<file path="src/verilog/nic_pkg.sv">
// Shared constants and carrier types for the nested interrupt context stack.
package nic_pkg;
   localparam int BANK_W = 4;
   localparam int PSW_W = 4;
   localparam int ADDR_W = 14;
   localparam int SRC_N = 4;
   localparam int ISTK_N = 2;
   localparam int ASTK_N = 7;
   localparam int DEPTH_W = 3;
   localparam int RF_W = 7;
   // Source index order is also the fixed hardware priority, 0 highest.
   localparam int SRC_REMOTE = 0;
   localparam int SRC_VSYNC = 1;
   localparam int SRC_TIMER = 2;
   localparam int SRC_SERIAL = 3;
   localparam logic [RF_W-1:0] RF_MEM_BASE = 7'h40;
   localparam logic [BANK_W-1:0] BANK_RESET = 4'h0;
   localparam logic [PSW_W-1:0] PSW_RESET = 4'h0;
   localparam logic [SRC_N-1:0] ENABLE_RESET = 4'h0;
   localparam logic [DEPTH_W-1:0] ASTK_FULL = 3'h7;
   localparam logic [1:0] ISTK_FULL = 2'h2;

   typedef struct packed {
      logic [BANK_W-1:0] bank;
      logic [PSW_W-1:0] psw;
   } nic_ctx_t;

   typedef struct packed {
      logic valid;
      logic toMemory;
      logic write;
      logic [BANK_W+5:0] addr;
   } nic_rf_t;

   typedef struct packed {
      nic_ctx_t ctx;
      nic_ctx_t [ISTK_N-1:0] ctxStack;
      logic [1:0] ctxCount;
      logic [ASTK_N-1:0][ADDR_W-1:0] addrStack;
      logic [DEPTH_W-1:0] addrDepth;
      logic addrOverflow;
      logic [SRC_N-1:0] pending;
      logic [SRC_N-1:0] enable;
      logic globalEnable;
      logic enableDeferred;
      logic irqTaken;
      logic [1:0] irqSource;
      logic [ADDR_W-1:0] returnAddr;
      logic returnValid;
      nic_rf_t rf;
   } nic_state_t;
endpackage

</file>
<file path="src/verilog/nic_context_stack.sv">
// Interrupt acceptance, context stacks and register-file window for a 4-bit CPU.
`timescale 1ns/1ns
`default_nettype none
// How it works
// - Accept pushes bank and status, clears both.
// - Context stack holds exactly two entries.
// - Push when full drops the oldest entry.
// - Interrupt return equals subroutine return plus context pop.
// - Accept pushes return address on seven-entry stack.
// - Calls share the same seven-entry address stack.
// - Four sources: remote, timer, vsync, serial.
// - Handler starts with data memory bank zero.
// - Per-source enable flags, readable and writable.
// - Global enable op unmasks enabled sources.
// - Fixed priority order, software masks via enables.
// - Register file reaches memory at 40H upward.
// - Enable op takes effect after following instruction.
module nic_context_stack
   import nic_pkg::*;
(
   // Clock and reset
   input wire logic ref_clk,
   input wire logic reset,
   // Request events from the sources, one-cycle pulses
   input wire logic remoteControlInput,
   input wire logic vsyncEvent,
   input wire logic timerEvent,
   input wire logic serialDoneEvent,
   // Instruction sequencer strobes
   input wire logic instrDone,
   input wire logic callOp,
   input wire logic subroutine_return_op,
   input wire logic return_from_interrupt_op,
   input wire logic global_irq_enable_op,
   input wire logic globalIrqDisableOp,
   input wire logic [ADDR_W-1:0] nextPc,
   // Software writes of the context and enable flags
   input wire logic bankWrite,
   input wire logic [BANK_W-1:0] bankData,
   input wire logic pswWrite,
   input wire logic [PSW_W-1:0] pswData,
   input wire logic enableWrite,
   input wire logic [SRC_N-1:0] enableData,
   input wire logic pendingClear,
   input wire logic [SRC_N-1:0] pendingClearMask,
   // Register file access by the register_file_read_op and register_file_write_op ops
   input wire logic register_file_read_op,
   input wire logic register_file_write_op,
   input wire logic [RF_W-1:0] rfAddr,
   // Context and flag state
   output logic [BANK_W-1:0] bank,
   output logic [PSW_W-1:0] program_status_word,
   output logic [SRC_N-1:0] irqEnable,
   output logic [SRC_N-1:0] irqPending,
   output logic globalEnable,
   // Acceptance and return
   output logic irqTaken,
   output logic [1:0] irqSource,
   output logic [ADDR_W-1:0] returnAddr,
   output logic returnValid,
   output logic [DEPTH_W-1:0] addrDepth,
   output logic addrOverflow,
   output logic [1:0] ctxCount,
   // Register file routing
   output nic_rf_t rfAccess
);

   ////////////////////////////////////////////////////////////////////////////
   nic_state_t state;
   nic_state_t next_state;
   logic [SRC_N-1:0] requests;
   logic [SRC_N-1:0] eligible;
   logic [SRC_N-1:0] winnerMask;
   logic [1:0] winner;
   logic accept;
   logic anyReturn;

   assign requests = {serialDoneEvent, timerEvent, vsyncEvent, remoteControlInput};
   assign eligible = state.pending & state.enable;
   assign anyReturn = subroutine_return_op | return_from_interrupt_op;

   genvar gi;
   generate
      for (gi = 0; gi < SRC_N; gi++) begin : gPrio
         if (gi == 0) begin : gTop
            assign winnerMask[gi] = eligible[gi];
         end else begin : gRest
            assign winnerMask[gi] = eligible[gi] & ~|eligible[gi-1:0];
         end
      end
   endgenerate

   always_comb begin
      winner = 2'h0;
      for (int i = SRC_N - 1; i >= 0; i--) begin
         if (winnerMask[i]) begin
            winner = i[1:0];
         end
      end
   end

   // only while global enable is set
   // Accepting only at an instruction boundary without a stack op avoids two pushes at once.
   assign accept = instrDone & state.globalEnable & ~state.enableDeferred & (|eligible)
                   & ~callOp & ~anyReturn;

   ////////////////////////////////////////////////////////////////////////////
   always_comb begin
      next_state = state;
      next_state.irqTaken = 1'b0;
      next_state.returnValid = 1'b0;

      // Software context and flag writes.
      if (bankWrite) begin
         next_state.ctx.bank = bankData;
      end
      if (pswWrite) begin
         next_state.ctx.psw = pswData;
      end
      if (enableWrite) begin
         next_state.enable = enableData;
      end
      if (pendingClear) begin
         next_state.pending = state.pending & ~pendingClearMask;
      end

      // Global enable control.
      if (globalIrqDisableOp) begin
         next_state.globalEnable = 1'b0;
         next_state.enableDeferred = 1'b0;
      end else if (global_irq_enable_op) begin
         next_state.enableDeferred = 1'b1;
      end else if (state.enableDeferred && instrDone) begin
         next_state.enableDeferred = 1'b0;
         next_state.globalEnable = 1'b1;
      end

      if (callOp || accept) begin
         if (state.addrDepth == ASTK_FULL) begin
            next_state.addrOverflow = 1'b1;
         end else begin
            next_state.addrStack[state.addrDepth] = nextPc;
            next_state.addrDepth = state.addrDepth + 3'h1;
         end
      end else if (anyReturn) begin
         // both returns pop the address stack
         if (state.addrDepth != 3'h0) begin
            next_state.returnAddr = state.addrStack[state.addrDepth - 3'h1];
            next_state.addrDepth = state.addrDepth - 3'h1;
         end
         next_state.returnValid = 1'b1;
      end

      if (accept) begin
         next_state.irqTaken = 1'b1;
         next_state.irqSource = winner;
         next_state.pending[winner] = 1'b0;
         next_state.globalEnable = 1'b0;
         next_state.enableDeferred = 1'b0;
         next_state.ctxStack[1] = state.ctxStack[0];
         next_state.ctxStack[0] = state.ctx;
         next_state.ctx.bank = BANK_RESET;
         next_state.ctx.psw = PSW_RESET;
         if (state.ctxCount != ISTK_FULL) begin
            next_state.ctxCount = state.ctxCount + 2'h1;
         end
      end else if (return_from_interrupt_op) begin
         next_state.ctx = state.ctxStack[0];
         // The deeper entry is kept, so an over-deep unwind reads a stale context.
         next_state.ctxStack[0] = state.ctxStack[1];
         if (state.ctxCount != 2'h0) begin
            next_state.ctxCount = state.ctxCount - 2'h1;
         end
      end

      // Set wins over any clear in the same cycle.
      next_state.pending = next_state.pending | requests;

      // memory overlay at 40H and above
      next_state.rf.valid = register_file_read_op | register_file_write_op;
      next_state.rf.write = register_file_write_op;
      next_state.rf.toMemory = (rfAddr >= RF_MEM_BASE);
      next_state.rf.addr = {next_state.ctx.bank, rfAddr[5:0]};
   end

   ////////////////////////////////////////////////////////////////////////////
   always_ff @(posedge ref_clk) begin
      if (reset) begin
         state <= '0;
         state.ctx.bank <= BANK_RESET;
         state.ctx.psw <= PSW_RESET;
         state.enable <= ENABLE_RESET;
      end else begin
         state <= next_state;
      end
   end

   ////////////////////////////////////////////////////////////////////////////
   assign bank = state.ctx.bank;
   assign program_status_word = state.ctx.psw;
   assign irqEnable = state.enable;
   assign irqPending = state.pending;
   assign globalEnable = state.globalEnable;
   assign irqTaken = state.irqTaken;
   assign irqSource = state.irqSource;
   assign returnAddr = state.returnAddr;
   assign returnValid = state.returnValid;
   assign addrDepth = state.addrDepth;
   assign addrOverflow = state.addrOverflow;
   assign ctxCount = state.ctxCount;
   assign rfAccess = state.rf;

endmodule
`default_nettype wire

</file>
<file path="config.mk">
export PLATFORM = sky130hd
export DESIGN_NAME = nic_context_stack
export DESIGN_NICKNAME = d
export VERILOG_FILES = /design/src/verilog/nic_pkg.sv /design/src/verilog/nic_context_stack.sv
export SDC_FILE = /design/constraint.sdc
export NUM_CORES = 1
export LEC_CHECK = 0
export ABC_AREA = 1
export BUFFER_PORTS_ARGS = -buffer_cell sky130_fd_sc_hd__buf_2
export CAP_MARGIN = 20
export CELL_PAD_IN_SITES_DETAIL_PLACEMENT = 1
export CELL_PAD_IN_SITES_GLOBAL_PLACEMENT = 1
export CORE_ASPECT_RATIO = 0.7
export CORE_MARGIN = 4
export CORE_UTILIZATION = 25
export DETAILED_ROUTE_END_ITERATION = 8
export PLACE_DENSITY = 0.63
export RECOVER_POWER = 100
export SLEW_MARGIN = 15
export SYNTH_ARGS = -nofsm -noshare
export SYNTH_HDL_FRONTEND = slang
export SYNTH_SLANG_ARGS = --single-unit
export TNS_END_PERCENT = 20
</file>
<file path="constraint.sdc">
create_clock -name ref_clk -period 3.5 [get_ports ref_clk]
set_input_delay 0.7 -clock ref_clk [delete_from_list [all_inputs] [get_ports ref_clk]]
set_output_delay 0.7 -clock ref_clk [all_outputs]
set_load 0.01 [all_outputs]
</file>
* Yosys cells after proc, flatten, opt, wreduce, memory -nomap -nowiden
Cells that the tools add are included.
Operators by class: add/subtract/negate cells 4, $lt $le $gt $ge 6, eq/ne operators 4, muxes and demuxes 29, bitwise gates (word level) 22, reductions and logical operators 27
Operator list (count):
- 98-bit bitwise mux | 1
- 14-bit binary-select mux with 3-bit select | 1
- 14-bit demux with 3-bit select | 1
- 14-bit 2-to-1 mux | 2
- 10-bit 2-to-1 mux | 2
- 4-bit 2-to-1 mux | 4
- 8-bit 2-to-1 mux | 2
- 3-bit 2-to-1 mux | 5
- 2-bit 2-to-1 mux | 7
- 2-bit nonzero test | 7
- 4-bit bitwise AND | 3
- 3-bit AND reduction | 3
- 1-bit bitwise AND | 8
- 3-bit by 4-bit less-than comparator with 1-bit output, second input constant | 2
- 4-bit NOT | 2
- 7-bit >= comparator, second input constant | 1
- 1-bit NOT | 6
- 2-bit AND reduction | 3
- 2-bit OR reduction | 3
- 3-bit OR reduction | 2
- 2-bit != test, second input constant | 2
- 4-bit OR | 1
- 4-bit OR reduction | 1
- 3-bit by 1-bit adder with 3-bit output, second input constant | 1
- other kinds (15) | 22
Storage, ports and cells: register bits 169, input port bits 55, output and inout bits 54, word-level logic and storage cells 120

* Logic depth before layout (Yosys ltp)
depth in word-level cells 16, mapped depth 13, gate-level depth less buffers 13

* Worst setup path before layout
OpenSTA, ideal clock, no wires.
path type input-to-reg, start point in return_from_interrupt_op, end point reg state[81] (netlist name), library setup time 0.116 ns, arrival 1.887 ns, required time 3.384 ns, path slack 1.497 ns, stages 10, path buffers 3, cell sequence buf_6 -> or2_4 -> nor2_4 -> nand2_4 -> nand2_4 -> buf_12 -> nand3_4 -> buf_6 -> o21ai_1 -> a21oi_1
Between the ends: longest elaborated chain between the ends 5
Ends and longest elaborated chain:
- start: declaration | RTL line nic_context_stack.sv:33 | input wire logic return_from_interrupt_op,
- 1-bit OR | RTL line nic_context_stack.sv:80 | assign anyReturn = subroutine_return_op | return_from_interrupt_op;
- 1-bit NOT | RTL line nic_context_stack.sv:105 | & ~callOp & ~anyReturn;
- 1-bit bitwise AND | RTL line nic_context_stack.sv:105
- 1-bit logical OR | RTL line nic_context_stack.sv:138 | if (callOp || accept) begin
- 2-bit AND reduction (no source line)
- end signal: assignment | RTL line nic_context_stack.sv:194 | state <= next_state;
- end: declaration | RTL line nic_context_stack.sv:69 | nic_state_t state;
Every way passes these cells. A chain may end at the register's enable or synchronous reset.

* Worst setup path in the final report
start point reg state (netlist bit irqPending[1]), end point reg state (netlist bit ctxCount[1])
Between the ends: longest elaborated chain between the ends 7, elaborated cells on any way between the ends 10, classes of those cells 1 x eq/ne; 1 x mux; 4 x bitwise; 4 x reduce/logical
Ends and longest elaborated chain:
- 4-bit bitwise AND * | RTL line nic_context_stack.sv:79 | assign eligible = state.pending & state.enable;
- 4-bit OR reduction * | RTL line nic_context_stack.sv:104 | assign accept = instrDone & state.globalEnable & ~state.enableDeferred & (|eligible)
- 1-bit bitwise AND * | RTL line nic_context_stack.sv:104
- 1-bit bitwise AND * (2 in series) | RTL line nic_context_stack.sv:105
- 2-bit by 1-bit != test with 1-bit output (no source line) or 2-bit nonzero test (tied branches)
- 3-bit AND reduction (no source line)
Mark *: on every way between the ends. The rest lies on a longest branch, timed or not.

==> results.sh <==
export IMPL_fin_skew_ns=0.0113
export IMPL_yosysSeqAreaShare=0.444
export IMPL_r2r_start="irqPending[1]$_SDFF_PP0_"
export IMPL_post_drt_wl_per_cell_um=15.2
export IMPL_design_area_um2=8340
export IMPL_endpoint_kind="flip-flop"
export IMPL_reg2reg_to="ctxCount[1]$_SDFFE_PP0P_"
export IMPL_rows=52
export IMPL_syn_area_per_cell_um2=7.49
export IMPL_clk_pin_slew_ns=0.06
export IMPL_final_cell_mix="o21ai_0, dfxtp_1, inv_1, a21oi_1, nand2_1"
export IMPL_layout_min_cycle_time_ns=2.66
export IMPL_layout_commonest_cell="o21ai_0"
export IMPL_arrival_ns=3.03
export IMPL_crit_slowest_cell="nand2_1"
export IMPL_die_area_um2=32600
export IMPL_syn_area_um2=7440
export IMPL_ir_worst_vdd_mv=0.368
export IMPL_final_util=0.287
export IMPL_drive_above_1_share=0.0999
export IMPL_cts_hold_buf=0
export IMPL_drtIter0Drc=388
export IMPL_fp_dieW_um=214
export IMPL_setup_tns_ns=0
export IMPL_portBuffers=108
export IMPL_preCtsSetupSlack_ns=0.798
export IMPL_antenna_found_initial=5
export IMPL_worstHoldStart="state[125]$_SDFFE_PP0P_"
export IMPL_startpoint_type="flip-flop"
export IMPL_finalSetupViolCount=0
export IMPL_drcViolationCount=0
export IMPL_r2r_cells=13
export IMPL_ys_types=34
export IMPL_finalHoldViolCount=0
export IMPL_clock_latency_ns=0.43
export IMPL_post_cts_setup_buffers=0
export IMPL_crit_fanout=16
export IMPL_synth_ff_type="dfxtp_1"
export IMPL_firstDrtPassIters=4
export IMPL_max_cap_violations=0
export IMPL_synthesis_nets=1052
export IMPL_dp_hpwl_um=14400
export IMPL_timing_critical_path_slowest_cell_delay_ns=0.50
export IMPL_critPathKind="reg -> reg"
export IMPL_start_util=0.256
export IMPL_r2r_slack_ns=0.84
export IMPL_cts_tree="done"
export IMPL_grt_pass1_vias=6086
export IMPL_path_cells="nand2_1 -> nand2_1 -> inv_1 -> nand2_1 -> nand2_1 -> inv_1 -> nor2_2 -> inv_1 -> nand2_1 -> nand2_1 -> nand2_1 -> nand2_1 -> inv_1"
export IMPL_via_count=6308
export IMPL_gp_congestion=0.731
export IMPL_synth_edf_count=0
export IMPL_worstHoldEndpoint="state[125]$_SDFFE_PP0P_"
export IMPL_cts_made_buffers=17
export IMPL_fill_cells=3552
export IMPL_async_flop_share=0
export IMPL_die_y_um=152
export IMPL_max_freq_mhz=376
export IMPL_syn_inst=993
export IMPL_cts_root_buffer="clkbuf_16"
export IMPL_syn_to_final_growth_pct=12.2
export IMPL_post_dp_cell_area_um2=7830
export IMPL_cts_repair_resized=0
export IMPL_grt_max_degree=90
export IMPL_grt_overflow=0
export IMPL_ys_seq_elements=165
export IMPL_holdCritPathClass="reg -> reg"
export IMPL_leakagePower_uw=0.00323
export IMPL_rsz0062_at_grt="false"
export IMPL_finalWirelength_um=21500
export IMPL_min_path_cells=2
export IMPL_cts_sinks=165
export IMPL_p_per_area_nw_per_um2=575
export IMPL_finalMaxSlewViolations=0
export IMPL_tightest_slew_ns=1.27
export IMPL_core_um2=29100
export IMPL_detail_route_antenna_nets=0
export IMPL_outcome="finished clean"
export IMPL_io_pins=109
export IMPL_fin_crit_sh=0.759
export IMPL_crit_required_ns=3.87
export IMPL_grt_total_usage=0.130
export IMPL_finalWorstSetupSlack_ns=0.842
export IMPL_path_common_cell="nand2_1"
export IMPL_cts_max_path_buffers=2
export IMPL_cts_max_level=4
export IMPL_yosys_warnings=0
export IMPL_grt_pass1_wl_um=34300
export IMPL_avgViaCountPerCell=4.47
export IMPL_slew_headroom=0.154
export IMPL_nNetsFinal=1080
==> cells by family (layout without fill, tap and decap cells) <==
family	count (synthesis)	in the layout	share of synthesized area
AOI/OAI and AO/OA	355	355	0.247
buffers and inverters	260	298	0.170
and+or+nand+nor	203	203	0.125
DFF	165	165	0.444
adders and majority gates	4	4	0.00673
muxes	4	4	0.00538
xor gates and xnor gates	2	2	0.00235
other	0	1	0
==> power by group <==
part	switching, µW	internal (µW)
combinational	573	243
clock	763	1150
sequential	61.6	2000
==> routing by layer <==
layer	part of all wire	track usage	vias to the layer above
met2	0.42	0.187	82
met5	0.0020	0	-
li1	-	-	3247
met3	0.043	0.0365	27
met4	0.011	0.0355	8
met1	0.53	0.190	2944
==> final cells by class <==
cell class / count / area [µm²] / share of cell area
Antenna cell: 1 / 2.50 / 0.000300
Clock buffer: 21 / 460 / 0.0552
Clock inverter: 8 / 128 / 0.0153
Inverter: 155 / 583 / 0.0699
Multi-Input combinational cell: 568 / 2860 / 0.343
Sequential cell: 165 / 3300 / 0.396
Tap cell: 378 / 473 / 0.0567
Timing Repair Buffer: 114 / 531 / 0.0636
==> worst max-delay path: cells and delay by family, from the launching register on <==
| kind | cells | cell delay (ns) |
|---|---|---|
| buf+inv | 4 | 0.77 |
| simple gates | 9 | 1.49 |
| flops | 1 | 0.32 |
==> worst max path at each step <==
stage	from	end	slack, ns	cells after the start
2_1_floorplan	return_from_interrupt_op	state[81]$_SDFFE_PP0P_	1.50	10
3_3_place_gp	return_from_interrupt_op	state[126]$_SDFFE_PP0P_	0.88	8
3_5_place_dp	return_from_interrupt_op	state[118]$_SDFFE_PP0P_	0.80	8
4_1_cts	addrDepth[1]$_SDFFE_PP0P_	returnAddr[0]$_SDFFE_PP0P_	0.93	8
5_1_grt	irqPending[1]$_SDFF_PP0_	ctxCount[1]$_SDFFE_PP0P_	0.47	13
6_report	irqPending[1]$_SDFF_PP0_	ctxCount[1]$_SDFFE_PP0P_	0.84	13
==> flip-flops by register name (all words and copies together) (netlist names) <==
name / cells
irqSource: 2
addrOverflow: 1
irqPending: 4
irqTaken: 1
rfAccess: 9
state: 115
irqEnable: 4
globalEnable: 1
program_status_word: 4
addrDepth: 3
returnAddr: 14
bank: 4
returnValid: 1
ctxCount: 2
==> stage by stage <==
step	power (µW)	hold slack, ns	cells
final	4790	0.440	1410
after global routing	5050	0.429	1410
after CTS	4890	0.417	1409
after detailed placement	2950	0.433	1380
after global placement	2930	0.428	1380
after floorplan	2700	0.420	993
==> synth_stat cells, drive strengths merged (2+ instances only) <==
| library cell | count | area share |
|---|---|---|
| a21oi | 151 | 0.10 |
| a31oi | 5 | 0.0042 |
| dfxtp | 165 | 0.44 |
| mux2i | 4 | 0.0054 |
| nor3 | 4 | 0.0027 |
| o211ai | 17 | 0.017 |
| inv | 154 | 0.078 |
| nand2 | 81 | 0.043 |
| o22ai | 4 | 0.0034 |
| nor2 | 68 | 0.036 |
| xnor2 | 2 | 0.0024 |
| nand3 | 48 | 0.041 |
| clkbuf | 29 | 0.015 |
| ha | 4 | 0.0067 |
| or2 | 2 | 0.0020 |
| buf | 76 | 0.077 |
| o21ai | 176 | 0.12 |
Note: power is estimated with default switching activity, not from simulation.
